### src/common/pecc_pkg.sv
// Package: register map, field positions and reset values of the counter block
package pecc_pkg;

  localparam int          ADDR_W        = 8;
  // Offsets are word indices; byte address is four times the index
  localparam logic [7:0]  IDX_FC_COUNT  = 8'h14;
  localparam logic [7:0]  IDX_RE_COUNT  = 8'h15;
  localparam logic [7:0]  IDX_CFG       = 8'h16;

  localparam int          CNT_W         = 8;
  localparam logic [7:0]  CNT_RESET     = 8'h00;
  localparam logic [7:0]  CNT_MAX       = 8'hff;

  localparam int          POS_BLOCK_SKIP   = 12;
  localparam int          POS_FREE_CLK     = 11;
  localparam int          POS_SILENT_TX    = 10;
  localparam int          POS_SD_OVERRIDE  = 9;
  localparam int          POS_SD_ALGO      = 8;
  localparam int          POS_FORCE_LINK   = 5;
  localparam int          POS_NRZI_SKIP    = 2;
  localparam int          POS_SCRAM_SKIP   = 1;
  localparam int          POS_DESCRAM_SKIP = 0;

  // Writable configuration bits; everything else reads zero
  localparam logic [15:0] CFG_WMASK     = 16'h1f27;
  localparam logic [15:0] CFG_RESET     = 16'h0100;

  typedef struct packed {
    logic block_coder_skip;
    logic free_running_rx_clock;
    logic silent_transmit_enable;
    logic signal_detect_override;
    logic signal_detect_algorithm_select;
    logic force_link_good;
    logic nrzi_skip;
    logic scrambler_skip;
    logic descrambler_skip;
  } pecc_cfg_type;

  typedef struct packed {
    logic false_carrier;
    logic carrier_valid;
    logic invalid_symbol;
    logic collision;
  } pecc_rx_event_type;

endpackage

### src/hw/pecc_regs.sv
// Design: receive error counters and coding path configuration registers
//
// Contract
// - False carrier event adds one to tally
// - False carrier tally sticks at all ones
// - False carrier tally resets zero, writable, cleared on read
// - Reserved bits ignore writes, read zero
// - Receive error tally advances on receive error
// - Count only invalid symbol during valid carrier
// - At most one count per carrier event
// - No count for carrier with collision
// - Receive error tally saturates, resets, writable, read clears
// - Bit 12 bypasses block coder
// - Bit 11 makes receive clock free running
// - Bit 10 enables silent transmit
// - Bit 9 forces signal detect
// - Bit 8 resets one, selects enhanced detect
// - Bit 5 forces good fast link
// - Bit 2 bypasses NRZI stage
// - Bit 1 bypasses transmit scrambler
// - Bit 0 bypasses receive descrambler
`timescale 1ns/1ps
`default_nettype none

module pecc_regs (
  input  wire logic                        clk_i,
  input  wire logic                        rst_n_i,
  input  wire logic [pecc_pkg::ADDR_W-1:0] avs_address_i,
  input  wire logic                        avs_read_i,
  input  wire logic                        avs_write_i,
  input  wire logic [31:0]                 avs_writedata_i,
  input  wire logic [3:0]                  avs_byteenable_i,
  output logic      [31:0]                 avs_readdata_o,
  output logic                             avs_waitrequest_o,
  input  wire pecc_pkg::pecc_rx_event_type rx_event_i,
  output pecc_pkg::pecc_cfg_type           cfg_o
);

  logic [7:0]  fc_tally_r;
  logic [7:0]  re_tally_r;
  logic [15:0] cfg_r;
  logic        ack_r;
  logic        in_carrier_r;
  logic        sym_err_r;
  logic        coll_r;
  logic [31:0] rdata_nxt;
  logic        re_event;
  logic        access;
  logic        wr_go;
  logic        rd_go;
  logic        lo_en;
  logic        hi_en;

  // Saturating step with clear-on-read and write handling; write beats clear, an event adds one on top of either
  function automatic logic [7:0] tally_next(input logic [7:0] cur,
                                            input logic       ev,
                                            input logic       rd_clr,
                                            input logic       wr,
                                            input logic [7:0] wval);
    logic [7:0] base;
    base = wr ? wval : (rd_clr ? pecc_pkg::CNT_RESET : cur);
    if (ev && base != pecc_pkg::CNT_MAX) begin
      tally_next = base + 8'h01;
    end else begin
      tally_next = base;
    end
  endfunction

  // One wait cycle: request seen, answered on the next edge
  assign access = (avs_read_i || avs_write_i) && !ack_r;
  assign wr_go  = avs_write_i && ack_r;
  assign rd_go  = avs_read_i && ack_r;
  assign lo_en  = avs_byteenable_i[0];
  assign hi_en  = avs_byteenable_i[1];

  always_ff @(posedge clk_i or negedge rst_n_i) begin
    if (!rst_n_i) begin
      ack_r <= 1'b0;
    end else begin
      ack_r <= access;
    end
  end

  always_ff @(posedge clk_i or negedge rst_n_i) begin
    if (!rst_n_i) begin
      avs_waitrequest_o <= 1'b1;
    end else begin
      avs_waitrequest_o <= !access;
    end
  end

  // Carrier tracking; inputs come from logic on this clock
  // A carrier with an invalid symbol and no collision counts once at its end, so at most one count per carrier
  always_ff @(posedge clk_i or negedge rst_n_i) begin
    if (!rst_n_i) begin
      in_carrier_r <= 1'b0;
      sym_err_r    <= 1'b0;
      coll_r       <= 1'b0;
    end else if (rx_event_i.carrier_valid) begin
      in_carrier_r <= 1'b1;
      sym_err_r    <= sym_err_r | rx_event_i.invalid_symbol;
      coll_r       <= coll_r | rx_event_i.collision;
    end else begin
      in_carrier_r <= 1'b0;
      sym_err_r    <= 1'b0;
      coll_r       <= 1'b0;
    end
  end

  assign re_event = in_carrier_r && !rx_event_i.carrier_valid
                    && sym_err_r && !coll_r;

  always_ff @(posedge clk_i or negedge rst_n_i) begin
    if (!rst_n_i) begin
      fc_tally_r <= pecc_pkg::CNT_RESET;
    end else begin
      fc_tally_r <= tally_next(fc_tally_r, rx_event_i.false_carrier,
        rd_go && avs_address_i == pecc_pkg::IDX_FC_COUNT,
        wr_go && lo_en && avs_address_i == pecc_pkg::IDX_FC_COUNT,
        avs_writedata_i[7:0]);
    end
  end

  always_ff @(posedge clk_i or negedge rst_n_i) begin
    if (!rst_n_i) begin
      re_tally_r <= pecc_pkg::CNT_RESET;
    end else begin
      re_tally_r <= tally_next(re_tally_r, re_event,
        rd_go && avs_address_i == pecc_pkg::IDX_RE_COUNT,
        wr_go && lo_en && avs_address_i == pecc_pkg::IDX_RE_COUNT,
        avs_writedata_i[7:0]);
    end
  end

  // Reserved bits never store
  always_ff @(posedge clk_i or negedge rst_n_i) begin
    if (!rst_n_i) begin
      cfg_r <= pecc_pkg::CFG_RESET;
    end else if (wr_go && avs_address_i == pecc_pkg::IDX_CFG) begin
      if (lo_en) begin
        cfg_r[7:0] <= avs_writedata_i[7:0] & pecc_pkg::CFG_WMASK[7:0];
      end
      if (hi_en) begin
        cfg_r[15:8] <= avs_writedata_i[15:8] & pecc_pkg::CFG_WMASK[15:8];
      end
    end
  end

  // Read value; unmapped addresses read zero
  always_comb begin
    rdata_nxt = 32'h0000_0000;
    case (avs_address_i)
      pecc_pkg::IDX_FC_COUNT: rdata_nxt[7:0]  = fc_tally_r;
      pecc_pkg::IDX_RE_COUNT: rdata_nxt[7:0]  = re_tally_r;
      pecc_pkg::IDX_CFG:      rdata_nxt[15:0] = cfg_r;
      default:                rdata_nxt = 32'h0000_0000;
    endcase
  end

  always_ff @(posedge clk_i or negedge rst_n_i) begin
    if (!rst_n_i) begin
      avs_readdata_o <= 32'h0000_0000;
    end else if (avs_read_i && access) begin
      avs_readdata_o <= rdata_nxt;
    end
  end

  // Datapath steering bits
  always_ff @(posedge clk_i or negedge rst_n_i) begin
    if (!rst_n_i) begin
      cfg_o <= '0;
      cfg_o.signal_detect_algorithm_select <= 1'b1;
    end else begin
      cfg_o.block_coder_skip       <= cfg_r[pecc_pkg::POS_BLOCK_SKIP];
      cfg_o.free_running_rx_clock  <= cfg_r[pecc_pkg::POS_FREE_CLK];
      cfg_o.silent_transmit_enable <= cfg_r[pecc_pkg::POS_SILENT_TX];
      cfg_o.signal_detect_override <= cfg_r[pecc_pkg::POS_SD_OVERRIDE];
      cfg_o.signal_detect_algorithm_select
        <= cfg_r[pecc_pkg::POS_SD_ALGO];
      cfg_o.force_link_good        <= cfg_r[pecc_pkg::POS_FORCE_LINK];
      cfg_o.nrzi_skip              <= cfg_r[pecc_pkg::POS_NRZI_SKIP];
      cfg_o.scrambler_skip         <= cfg_r[pecc_pkg::POS_SCRAM_SKIP];
      cfg_o.descrambler_skip       <= cfg_r[pecc_pkg::POS_DESCRAM_SKIP];
    end
  end

  // Assertions
  property p_fc_count;
    @(posedge clk_i) disable iff (!rst_n_i)
    (rx_event_i.false_carrier && !ack_r && fc_tally_r != 8'hff)
      |=> fc_tally_r == $past(fc_tally_r) + 8'h01;
  endproperty
  a_fc_count: assert property (p_fc_count)
    else $error("false carrier tally did not step");

  property p_fc_sat;
    @(posedge clk_i) disable iff (!rst_n_i)
    (fc_tally_r == 8'hff && !ack_r) |=> fc_tally_r == 8'hff;
  endproperty
  a_fc_sat: assert property (p_fc_sat)
    else $error("false carrier tally wrapped");

  property p_fc_cor;
    @(posedge clk_i) disable iff (!rst_n_i)
    (rd_go && avs_address_i == 8'h14 && !rx_event_i.false_carrier)
      |=> fc_tally_r == 8'h00;
  endproperty
  a_fc_cor: assert property (p_fc_cor)
    else $error("false carrier tally not cleared by read");

  property p_rsvd;
    @(posedge clk_i) disable iff (!rst_n_i)
    rd_go |-> (avs_readdata_o[31:16] == 16'h0000
               && cfg_r[15:13] == 3'b000 && cfg_r[7:6] == 2'b00
               && cfg_r[4:3] == 2'b00);
  endproperty
  a_rsvd: assert property (p_rsvd)
    else $error("reserved bits not zero");

  property p_re_once;
    @(posedge clk_i) disable iff (!rst_n_i)
    (rx_event_i.carrier_valid && !ack_r) |=> re_tally_r == $past(re_tally_r);
  endproperty
  a_re_once: assert property (p_re_once)
    else $error("receive error tally moved inside a carrier");

  property p_re_count;
    @(posedge clk_i) disable iff (!rst_n_i)
    (re_event && !ack_r && re_tally_r != 8'hff)
      |=> re_tally_r == $past(re_tally_r) + 8'h01;
  endproperty
  a_re_count: assert property (p_re_count)
    else $error("receive error tally did not step");

  property p_re_coll;
    @(posedge clk_i) disable iff (!rst_n_i)
    (coll_r && !rx_event_i.carrier_valid && !ack_r)
      |=> re_tally_r == $past(re_tally_r);
  endproperty
  a_re_coll: assert property (p_re_coll)
    else $error("receive error counted despite collision");

  property p_re_cor;
    @(posedge clk_i) disable iff (!rst_n_i)
    (rd_go && avs_address_i == 8'h15) |=> re_tally_r <= 8'h01;
  endproperty
  a_re_cor: assert property (p_re_cor)
    else $error("receive error tally not cleared by read");

  property p_cor_keep;
    @(posedge clk_i) disable iff (!rst_n_i)
    (rd_go && avs_address_i == 8'h14 && rx_event_i.false_carrier)
      |=> fc_tally_r == 8'h01;
  endproperty
  a_cor_keep: assert property (p_cor_keep)
    else $error("event lost during clearing read");

  property p_cfg_out;
    @(posedge clk_i) disable iff (!rst_n_i)
    ##1 (cfg_o.block_coder_skip == $past(cfg_r[12])
         && cfg_o.free_running_rx_clock == $past(cfg_r[11])
         && cfg_o.silent_transmit_enable == $past(cfg_r[10])
         && cfg_o.signal_detect_override == $past(cfg_r[9])
         && cfg_o.signal_detect_algorithm_select == $past(cfg_r[8])
         && cfg_o.force_link_good == $past(cfg_r[5])
         && cfg_o.nrzi_skip == $past(cfg_r[2])
         && cfg_o.scrambler_skip == $past(cfg_r[1])
         && cfg_o.descrambler_skip == $past(cfg_r[0]));
  endproperty
  a_cfg_out: assert property (p_cfg_out)
    else $error("configuration output does not follow register");

  // Holding checks: with no event and no access a tally must not move
  property p_fc_still;
    @(posedge clk_i) disable iff (!rst_n_i)
    (!rx_event_i.false_carrier && !ack_r)
      |=> fc_tally_r == $past(fc_tally_r);
  endproperty
  a_fc_still: assert property (p_fc_still)
    else $error("false carrier tally moved without an event");

  property p_re_still;
    @(posedge clk_i) disable iff (!rst_n_i)
    (!re_event && !ack_r)
      |=> re_tally_r == $past(re_tally_r);
  endproperty
  a_re_still: assert property (p_re_still)
    else $error("receive error tally moved without a counted carrier");

  property p_re_nosym;
    @(posedge clk_i) disable iff (!rst_n_i)
    (in_carrier_r && !rx_event_i.carrier_valid && !sym_err_r && !ack_r)
      |=> re_tally_r == $past(re_tally_r);
  endproperty
  a_re_nosym: assert property (p_re_nosym)
    else $error("receive error counted for a clean carrier");

  property p_re_sat;
    @(posedge clk_i) disable iff (!rst_n_i)
    (re_tally_r == 8'hff && !ack_r) |=> re_tally_r == 8'hff;
  endproperty
  a_re_sat: assert property (p_re_sat)
    else $error("receive error tally wrapped");

  // Write and read paths, checked against the bus values seen
  property p_fc_wr;
    @(posedge clk_i) disable iff (!rst_n_i)
    (wr_go && lo_en && avs_address_i == pecc_pkg::IDX_FC_COUNT
     && !rx_event_i.false_carrier)
      |=> fc_tally_r == $past(avs_writedata_i[7:0]);
  endproperty
  a_fc_wr: assert property (p_fc_wr)
    else $error("false carrier tally write not stored");

  property p_re_wr;
    @(posedge clk_i) disable iff (!rst_n_i)
    (wr_go && lo_en && avs_address_i == pecc_pkg::IDX_RE_COUNT && !re_event)
      |=> re_tally_r == $past(avs_writedata_i[7:0]);
  endproperty
  a_re_wr: assert property (p_re_wr)
    else $error("receive error tally write not stored");

  property p_cfg_wr;
    @(posedge clk_i) disable iff (!rst_n_i)
    (wr_go && lo_en && hi_en && avs_address_i == pecc_pkg::IDX_CFG)
      |=> cfg_r == ($past(avs_writedata_i[15:0]) & pecc_pkg::CFG_WMASK);
  endproperty
  a_cfg_wr: assert property (p_cfg_wr)
    else $error("configuration write not stored as masked");

  property p_cfg_hold;
    @(posedge clk_i) disable iff (!rst_n_i)
    !(wr_go && avs_address_i == pecc_pkg::IDX_CFG)
      |=> cfg_r == $past(cfg_r);
  endproperty
  a_cfg_hold: assert property (p_cfg_hold)
    else $error("configuration changed without a write");

  property p_rd_fc;
    @(posedge clk_i) disable iff (!rst_n_i)
    (rd_go && avs_address_i == pecc_pkg::IDX_FC_COUNT)
      |-> avs_readdata_o == {24'h00_0000, $past(fc_tally_r)};
  endproperty
  a_rd_fc: assert property (p_rd_fc)
    else $error("false carrier read data wrong");

  property p_rd_re;
    @(posedge clk_i) disable iff (!rst_n_i)
    (rd_go && avs_address_i == pecc_pkg::IDX_RE_COUNT)
      |-> avs_readdata_o == {24'h00_0000, $past(re_tally_r)};
  endproperty
  a_rd_re: assert property (p_rd_re)
    else $error("receive error read data wrong");

  property p_rd_cfg;
    @(posedge clk_i) disable iff (!rst_n_i)
    (rd_go && avs_address_i == pecc_pkg::IDX_CFG)
      |-> avs_readdata_o == {16'h0000, $past(cfg_r)};
  endproperty
  a_rd_cfg: assert property (p_rd_cfg)
    else $error("configuration read data wrong");

  // One wait state: clear on read relies on the completion edge alone
  property p_wait_seq;
    @(posedge clk_i) disable iff (!rst_n_i)
    access |=> (!avs_waitrequest_o ##1 avs_waitrequest_o);
  endproperty
  a_wait_seq: assert property (p_wait_seq)
    else $error("wait request sequence wrong");

endmodule

`default_nettype wire

### config.mk
export PLATFORM = sky130hd
export DESIGN_NAME = pecc_regs
export DESIGN_NICKNAME = d
export VERILOG_FILES = /design/src/common/pecc_pkg.sv /design/src/hw/pecc_regs.sv
export SDC_FILE = /design/constraint.sdc
export NUM_CORES = 1
export LEC_CHECK = 0
export BUFFER_PORTS_ARGS = -buffer_cell sky130_fd_sc_hd__buf_2
export CAP_MARGIN = 30
export CORE_MARGIN = 10
export CORE_UTILIZATION = 40
export CTS_BUF_LIST = sky130_fd_sc_hd__clkbuf_16
export CTS_CLUSTER_SIZE = 12
export DETAILED_ROUTE_END_ITERATION = 6
export PLACE_DENSITY = 0.66
export SKIP_CTS_REPAIR_TIMING = 1
export SLEW_MARGIN = 20
export SYNTH_ARGS = -nofsm -noshare
export SYNTH_HDL_FRONTEND = slang
export SYNTH_SLANG_ARGS = --single-unit
### constraint.sdc
create_clock -name clk_i -period 2.8 [get_ports clk_i]
set_input_delay 0.42 -clock clk_i [delete_from_list [all_inputs] [get_ports clk_i]]
set_output_delay 0.42 -clock clk_i [all_outputs]
set_load 0.02 [all_outputs]
After elaboration in Yosys (flattened, before gate mapping)
Cells that the tools add are included.

Register bits: 55. Output and inout bits: 42.

$add $sub $neg: 2. Equal/unequal tests: 5. Mux-type cells: 11. Bitwise logic cells: 2. Reductions and logical operators: 22.

Operators by type and width (number): $mux 8 (6); $eq 8x5->1 const B (3); $pmux 8 s3 (1); $add 8x1->8 const B (2); $ne 8x8->1 const B (2); $logic_and 1x1->1 (15); $mux 5 (1); $logic_not 1->1 (4); $reduce_and 2->1 (2); $mux 1 (3); $or 1x1->1 (2); $logic_or 1x1->1 (1).

Longest topological paths before layout
Word-level depth: 7. Gate-level depth with buffers: 8. Gate-level depth less buffers: 6.

Worst setup path after synthesis
Ideal clock, no wire load.

Path kind: input to register. Start: in avs_address_i[5] (netlist bit). End: reg fc_tally_r[5]. Setup time: 0.127 ns. Arrival time: 2.266 ns. Data required time: 2.673 ns. Setup slack: 0.407 ns. Stages: 6. Buffers on the path: 0. Path through: or4b_4 nor4_4 a31oi_1 a211oi_2 and4b_4 xnor2_2.

Cells in the longest elaborated chain, start to end: 7. Elaborated cells between the ends (all ways): 9. Those cells by class: add/sub (1); eq/ne (2); mux (3); reduce/logical (3).

RTL lines: from (decl) (line pecc_regs.sv:28) `input wire logic [pecc_pkg::ADDR_W-1:0] avs_address_i,`; $eq 8x5->1 * (line pecc_regs.sv:118, pecc_regs.sv:119); $logic_and 1x1->1 (line pecc_regs.sv:118) `rd_go && avs_address_i == pecc_pkg::IDX_FC_COUNT,`; $mux 8 (line pecc_regs.sv:61) `base = wr ? wval : (rd_clr ? pecc_pkg::CNT_RESET : cur);`; $mux 8 * (line pecc_regs.sv:61); parallel branches: the longest is 2 deep, another holds $add 8x1->8; $mux 8 * (line pecc_regs.sv:62) `if (ev && base != pecc_pkg::CNT_MAX) begin`; to (signal assigned) (line pecc_regs.sv:115) `fc_tally_r <= pecc_pkg::CNT_RESET;`; to (signal assigned) (line pecc_regs.sv:117) `fc_tally_r <= tally_next(fc_tally_r, rx_event_i.false_carrier,`; to (decl) (line pecc_regs.sv:39) `logic [7:0] fc_tally_r;`.

Mark *: on every way between the ends. A chain may end at the register's enable or synchronous reset.

Worst setup path in the final report
Start: in avs_address_i[5] (netlist bit). End: reg re_tally_r[6].

Cells in the longest elaborated chain, start to end: 7. Elaborated cells between the ends (all ways): 9. Those cells by class: add/sub (1); eq/ne (2); mux (3); reduce/logical (3).

RTL lines: $eq 8x5->1 * (line pecc_regs.sv:129, pecc_regs.sv:130); $logic_and 1x1->1 (line pecc_regs.sv:129) `rd_go && avs_address_i == pecc_pkg::IDX_RE_COUNT,`; $mux 8 (line pecc_regs.sv:61); $mux 8 * (line pecc_regs.sv:61); parallel branches: the longest is 2 deep, another holds $add 8x1->8; $mux 8 * (line pecc_regs.sv:62); to (signal assigned) (line pecc_regs.sv:126) `re_tally_r <= pecc_pkg::CNT_RESET;`; to (signal assigned) (line pecc_regs.sv:128) `re_tally_r <= tally_next(re_tally_r, re_event,`; to (decl) (line pecc_regs.sv:40) `logic [7:0] re_tally_r;`.

Marked as above.

==> run summary <==
Setup TNS: 0 ps
Remaining routing DRC violations: 0
End of the worst register-to-register path: fc_tally_r[5]
Clock network power share: 0.295
Combinational fraction of design power: 0.248
Share of final-layout standard cells stronger than drive strength 1: 0.281
Setup repair after global routing missed its margin: no
NetSw: 615 uW
Number of synthesized register bits: 52
Total congestion overflow: 0
Critical path endpoint category: flop
Diodes inserted: 0
Source of the worst register-to-register timing path: ack_r
TritonCTS Sinks: 52
Placer Congestion: 0.861
Worst R2R Path Depth: 7
Overall die area: 0.0105 sq mm
Crit-path max cell delay: 620 ps
Number of enable-type register cells in the synthesized netlist: 0
Highest achievable clock rate: 429 MHz
Vias per cell: 5.30
Tightest Pin Transition: 608 ps
Setup-violating endpoint count in the final report: 0
Outcome: finished, violations left
Critical path fanouts, max: 9
Max Transition Viols Final: 0
Clock tree from TritonCTS: yes
Number of hold violations in the final report: 11
Max Cap Violations: 0
Finished Layout Cells: 404
Number of antenna violations at the first check in global routing: 0
Max Clock Skew: 7.64 ps
Setup slack of the most critical reg-to-reg path: 510 ps
Starting density of the core: 0.405
Number of design-rule violations left by the first detailed-router iteration: 202
Via count of the first global-routing pass: 2122
Fin util: 0.476
Detail-routed net length per standard cell: 16.2 microns
LEAKAGE: 0.00157 uW
Final setup margin: 468 ps
Flip-flop cell with the highest count after synthesis: dfrtp_1
CP cell instances: buf_2 -> or4b_4 -> buf_4 -> nor4_1 -> o22ai_1 -> nor3_1 -> nand2_1 -> mux2i_1
Worst max-slew margin expressed relative to the limit: 0.595
Clock transition at the register clock pins on the worst setup and hold paths after CTS: 70 ps
Area added between synthesis and finish: 17.3%
Violated checks: negative hold slack
Buffers added on ports: 53
Pin count of the biggest net entering global routing: 23
Hold/Removal Path Class: in -> async
Power density over the cells: 628 mW/mm^2
Count of nets left with antenna violations after detail routing: 0
Instance count of the mapped netlist: 263
Power, Total: 2010 uW
Post-synth top area cell: dfrtp_1
Detail Placement HPWL: 5220 microns
Cts bufs inserted: 5
Final critical path time including I/O delays and setup: 2330 ps
Per-instance average area after synthesis: 10.4 sq um
Cell area after technology mapping: 0.00272 sq mm
Critical path data required time: 2960 ps
Root buffer selected by CTS: clkbuf_16
Critical path start-end classification: in -> reg
Final worst-path cycle share: 0.833
Switching portion of total power: 0.306
Nets: 375
First-pass GRT wire length: 10400 microns
Power Internal: 1390 uW
Worst hold slack after final layout: -10.7 ps
Critical path data arrival time: 2490 ps
Number of synthesis warnings: 0
Number of levels the H-tree was split into: 2
Clk_lat worst skew: 290 ps
Worst-case vdd ir drop: 0.000224 V
Router iterations before antenna repair: 4
Top cells by area, synth: dfrtp_1 (45%), buf_4 (5.5%), mux2i_1 (4.0%), mux2_2 (3.7%), a21oi_1 (3.1%)
Total routed wirelength: 6540 microns
Count of unique library cells instantiated by Yosys: 55
Overall fraction of global-route tracks in use: 0.125
Register area share after synthesis: 0.479
Via Count: 2140
Horiz. Die Dim: 103 microns
Maximum clock path buffer count: 2
Final-layout fill cell count: 641
Fraction of post-synthesis cell area in the top cell type by area: 0.450
Die height: 103 microns
IO Pins: 94
Placed Cells incl. Taps: 396
Sequential power share: 0.457
Share of synthesized registers carrying an async set or reset: 1.00
Crit start category: input pin
Setup slack after placement: 178 ps
Area of the placeable core: 0.00672 sq mm
Crit path max-delay cell type: or4b_4
Number of placement rows: 30
## routing by layer
metal / global-route usage / vias to the layer above / wire (microns) / share of wire
li1: - / 1032 / - / -
met5: 0 / - / 0 / 0
met4: 0.0575 / 0 / 143 / 0.022
met1: 0.171 / 1025 / 3080 / 0.47
met3: 0.0322 / 10 / 432 / 0.066
met2: 0.181 / 73 / 2880 / 0.44
## cell usage after synthesis, types with 2 or more instances
| master | instances |
|---|---|
| nand3_1 | 6 |
| nand4_1 | 3 |
| xor2_1 | 2 |
| and3_1 | 2 |
| or2_2 | 2 |
| a22oi_1 | 4 |
| nor2_1 | 19 |
| buf_4 | 20 |
| or4bb_1 | 2 |
| o22ai_1 | 2 |
| nor2b_1 | 6 |
| nor3_1 | 2 |
| buf_1 | 2 |
| xnor2_1 | 2 |
| mux2i_1 | 11 |
| nand3b_1 | 4 |
| nor4_1 | 7 |
| o21a_1 | 3 |
| nand2b_1 | 4 |
| mux2_2 | 9 |
| a21oi_1 | 17 |
| inv_1 | 6 |
| clkbuf_1 | 5 |
| a41oi_1 | 5 |
| dfstp_2 | 3 |
| a22o_1 | 8 |
| dfrtp_1 | 49 |
| o21ai_0 | 9 |
| a21o_1 | 2 |
| nand2_1 | 22 |
## placed cells by master, fill, tap and decap left out, types with 3 or more instances in the layout
| master | instances |
|---|---|
| nand2_1 | 22 |
| buf_4 | 10 |
| dfrtp_1 | 49 |
| mux2_2 | 9 |
| a41oi_1 | 5 |
| nand2b_1 | 4 |
| nand3b_1 | 4 |
| dfstp_2 | 3 |
| nor2_1 | 19 |
| o21ai_0 | 9 |
| conb_1 | 19 |
| nor2b_1 | 6 |
| nor4_1 | 7 |
| nand3_1 | 6 |
| inv_1 | 7 |
| o21a_1 | 3 |
| a22oi_1 | 4 |
| a21oi_1 | 17 |
| a22o_1 | 8 |
| clkbuf_16 | 5 |
| nand4_1 | 3 |
| mux2i_1 | 11 |
| buf_2 | 53 |
## critical path: cells and delay by family
kind	cells	cell delay [ps]
buffers and inverters	2	300
muxes	1	130
AOI/OAI and AO/OA	1	180
and+or+nand+nor	4	1460
## power groups by stage
stage / clock network (uW) / logic (uW) / registers [uW]
global placement: 0 / 487 / 932
floorplan: 0 / 377 / 911
CTS: 615 / 499 / 917
finish: 592 / 499 / 917
global route: 645 / 556 / 931
detailed placement: 0 / 496 / 932
## how the worst max path moves through the flow
stage                                start            end  cells past startpoint
after CTS                 avs_address_i[5]  re_tally_r[6]                      8
after global routing      avs_address_i[5]  re_tally_r[0]                      8
final                     avs_address_i[5]  re_tally_r[6]                      8
after floorplan           avs_address_i[5]  fc_tally_r[5]                      6
after global placement    avs_address_i[5]  re_tally_r[6]                      8
after detailed placement  avs_address_i[5]  re_tally_r[6]                      8
## cell type report
type,count,area [sq um],share of cell area
well taps,80,100,0.0313
clock inverters,3,20.0,0.00626
flip-flops and latches,52,1310,0.408
clock buffers,5,125,0.0392
multi-input cells,195,1280,0.401
repair buffers,63,340,0.106
inverters,6,22.5,0.00705
## sequential cells by signal, summed over array words and instances, names as in the netlist
name / count
ack_r: 1
avs_readdata_o: 13
avs_waitrequest_o: 1
cfg_o: 9
cfg_r: 9
coll_r: 1
fc_tally_r: 8
in_carrier_r: 1
re_tally_r: 8
sym_err_r: 1
## metrics by stage
step | cell area, sq um | hold slack, ps
after floorplan | 2790 | 124
after global routing | 3200 | 8.49
after global placement | 3050 | 308
final | 3200 | -10.7
after CTS | 3200 | -3.49
after detailed placement | 3050 | 311
## cell families (layout without fill, tap and decap cells)
logic type	count (synthesis)	count (layout)	share of synthesized area
multiplexers	20	20	0.0776
flip-flops	52	52	0.479
AND/OR/NAND/NOR	91	91	0.197
XOR/XNOR	5	5	0.0188
buffers and inverters	34	77	0.0749
other	1	19	0.00138
AO/OA/AOI/OAI	60	60	0.151
(Power assumes the default switching activity.)
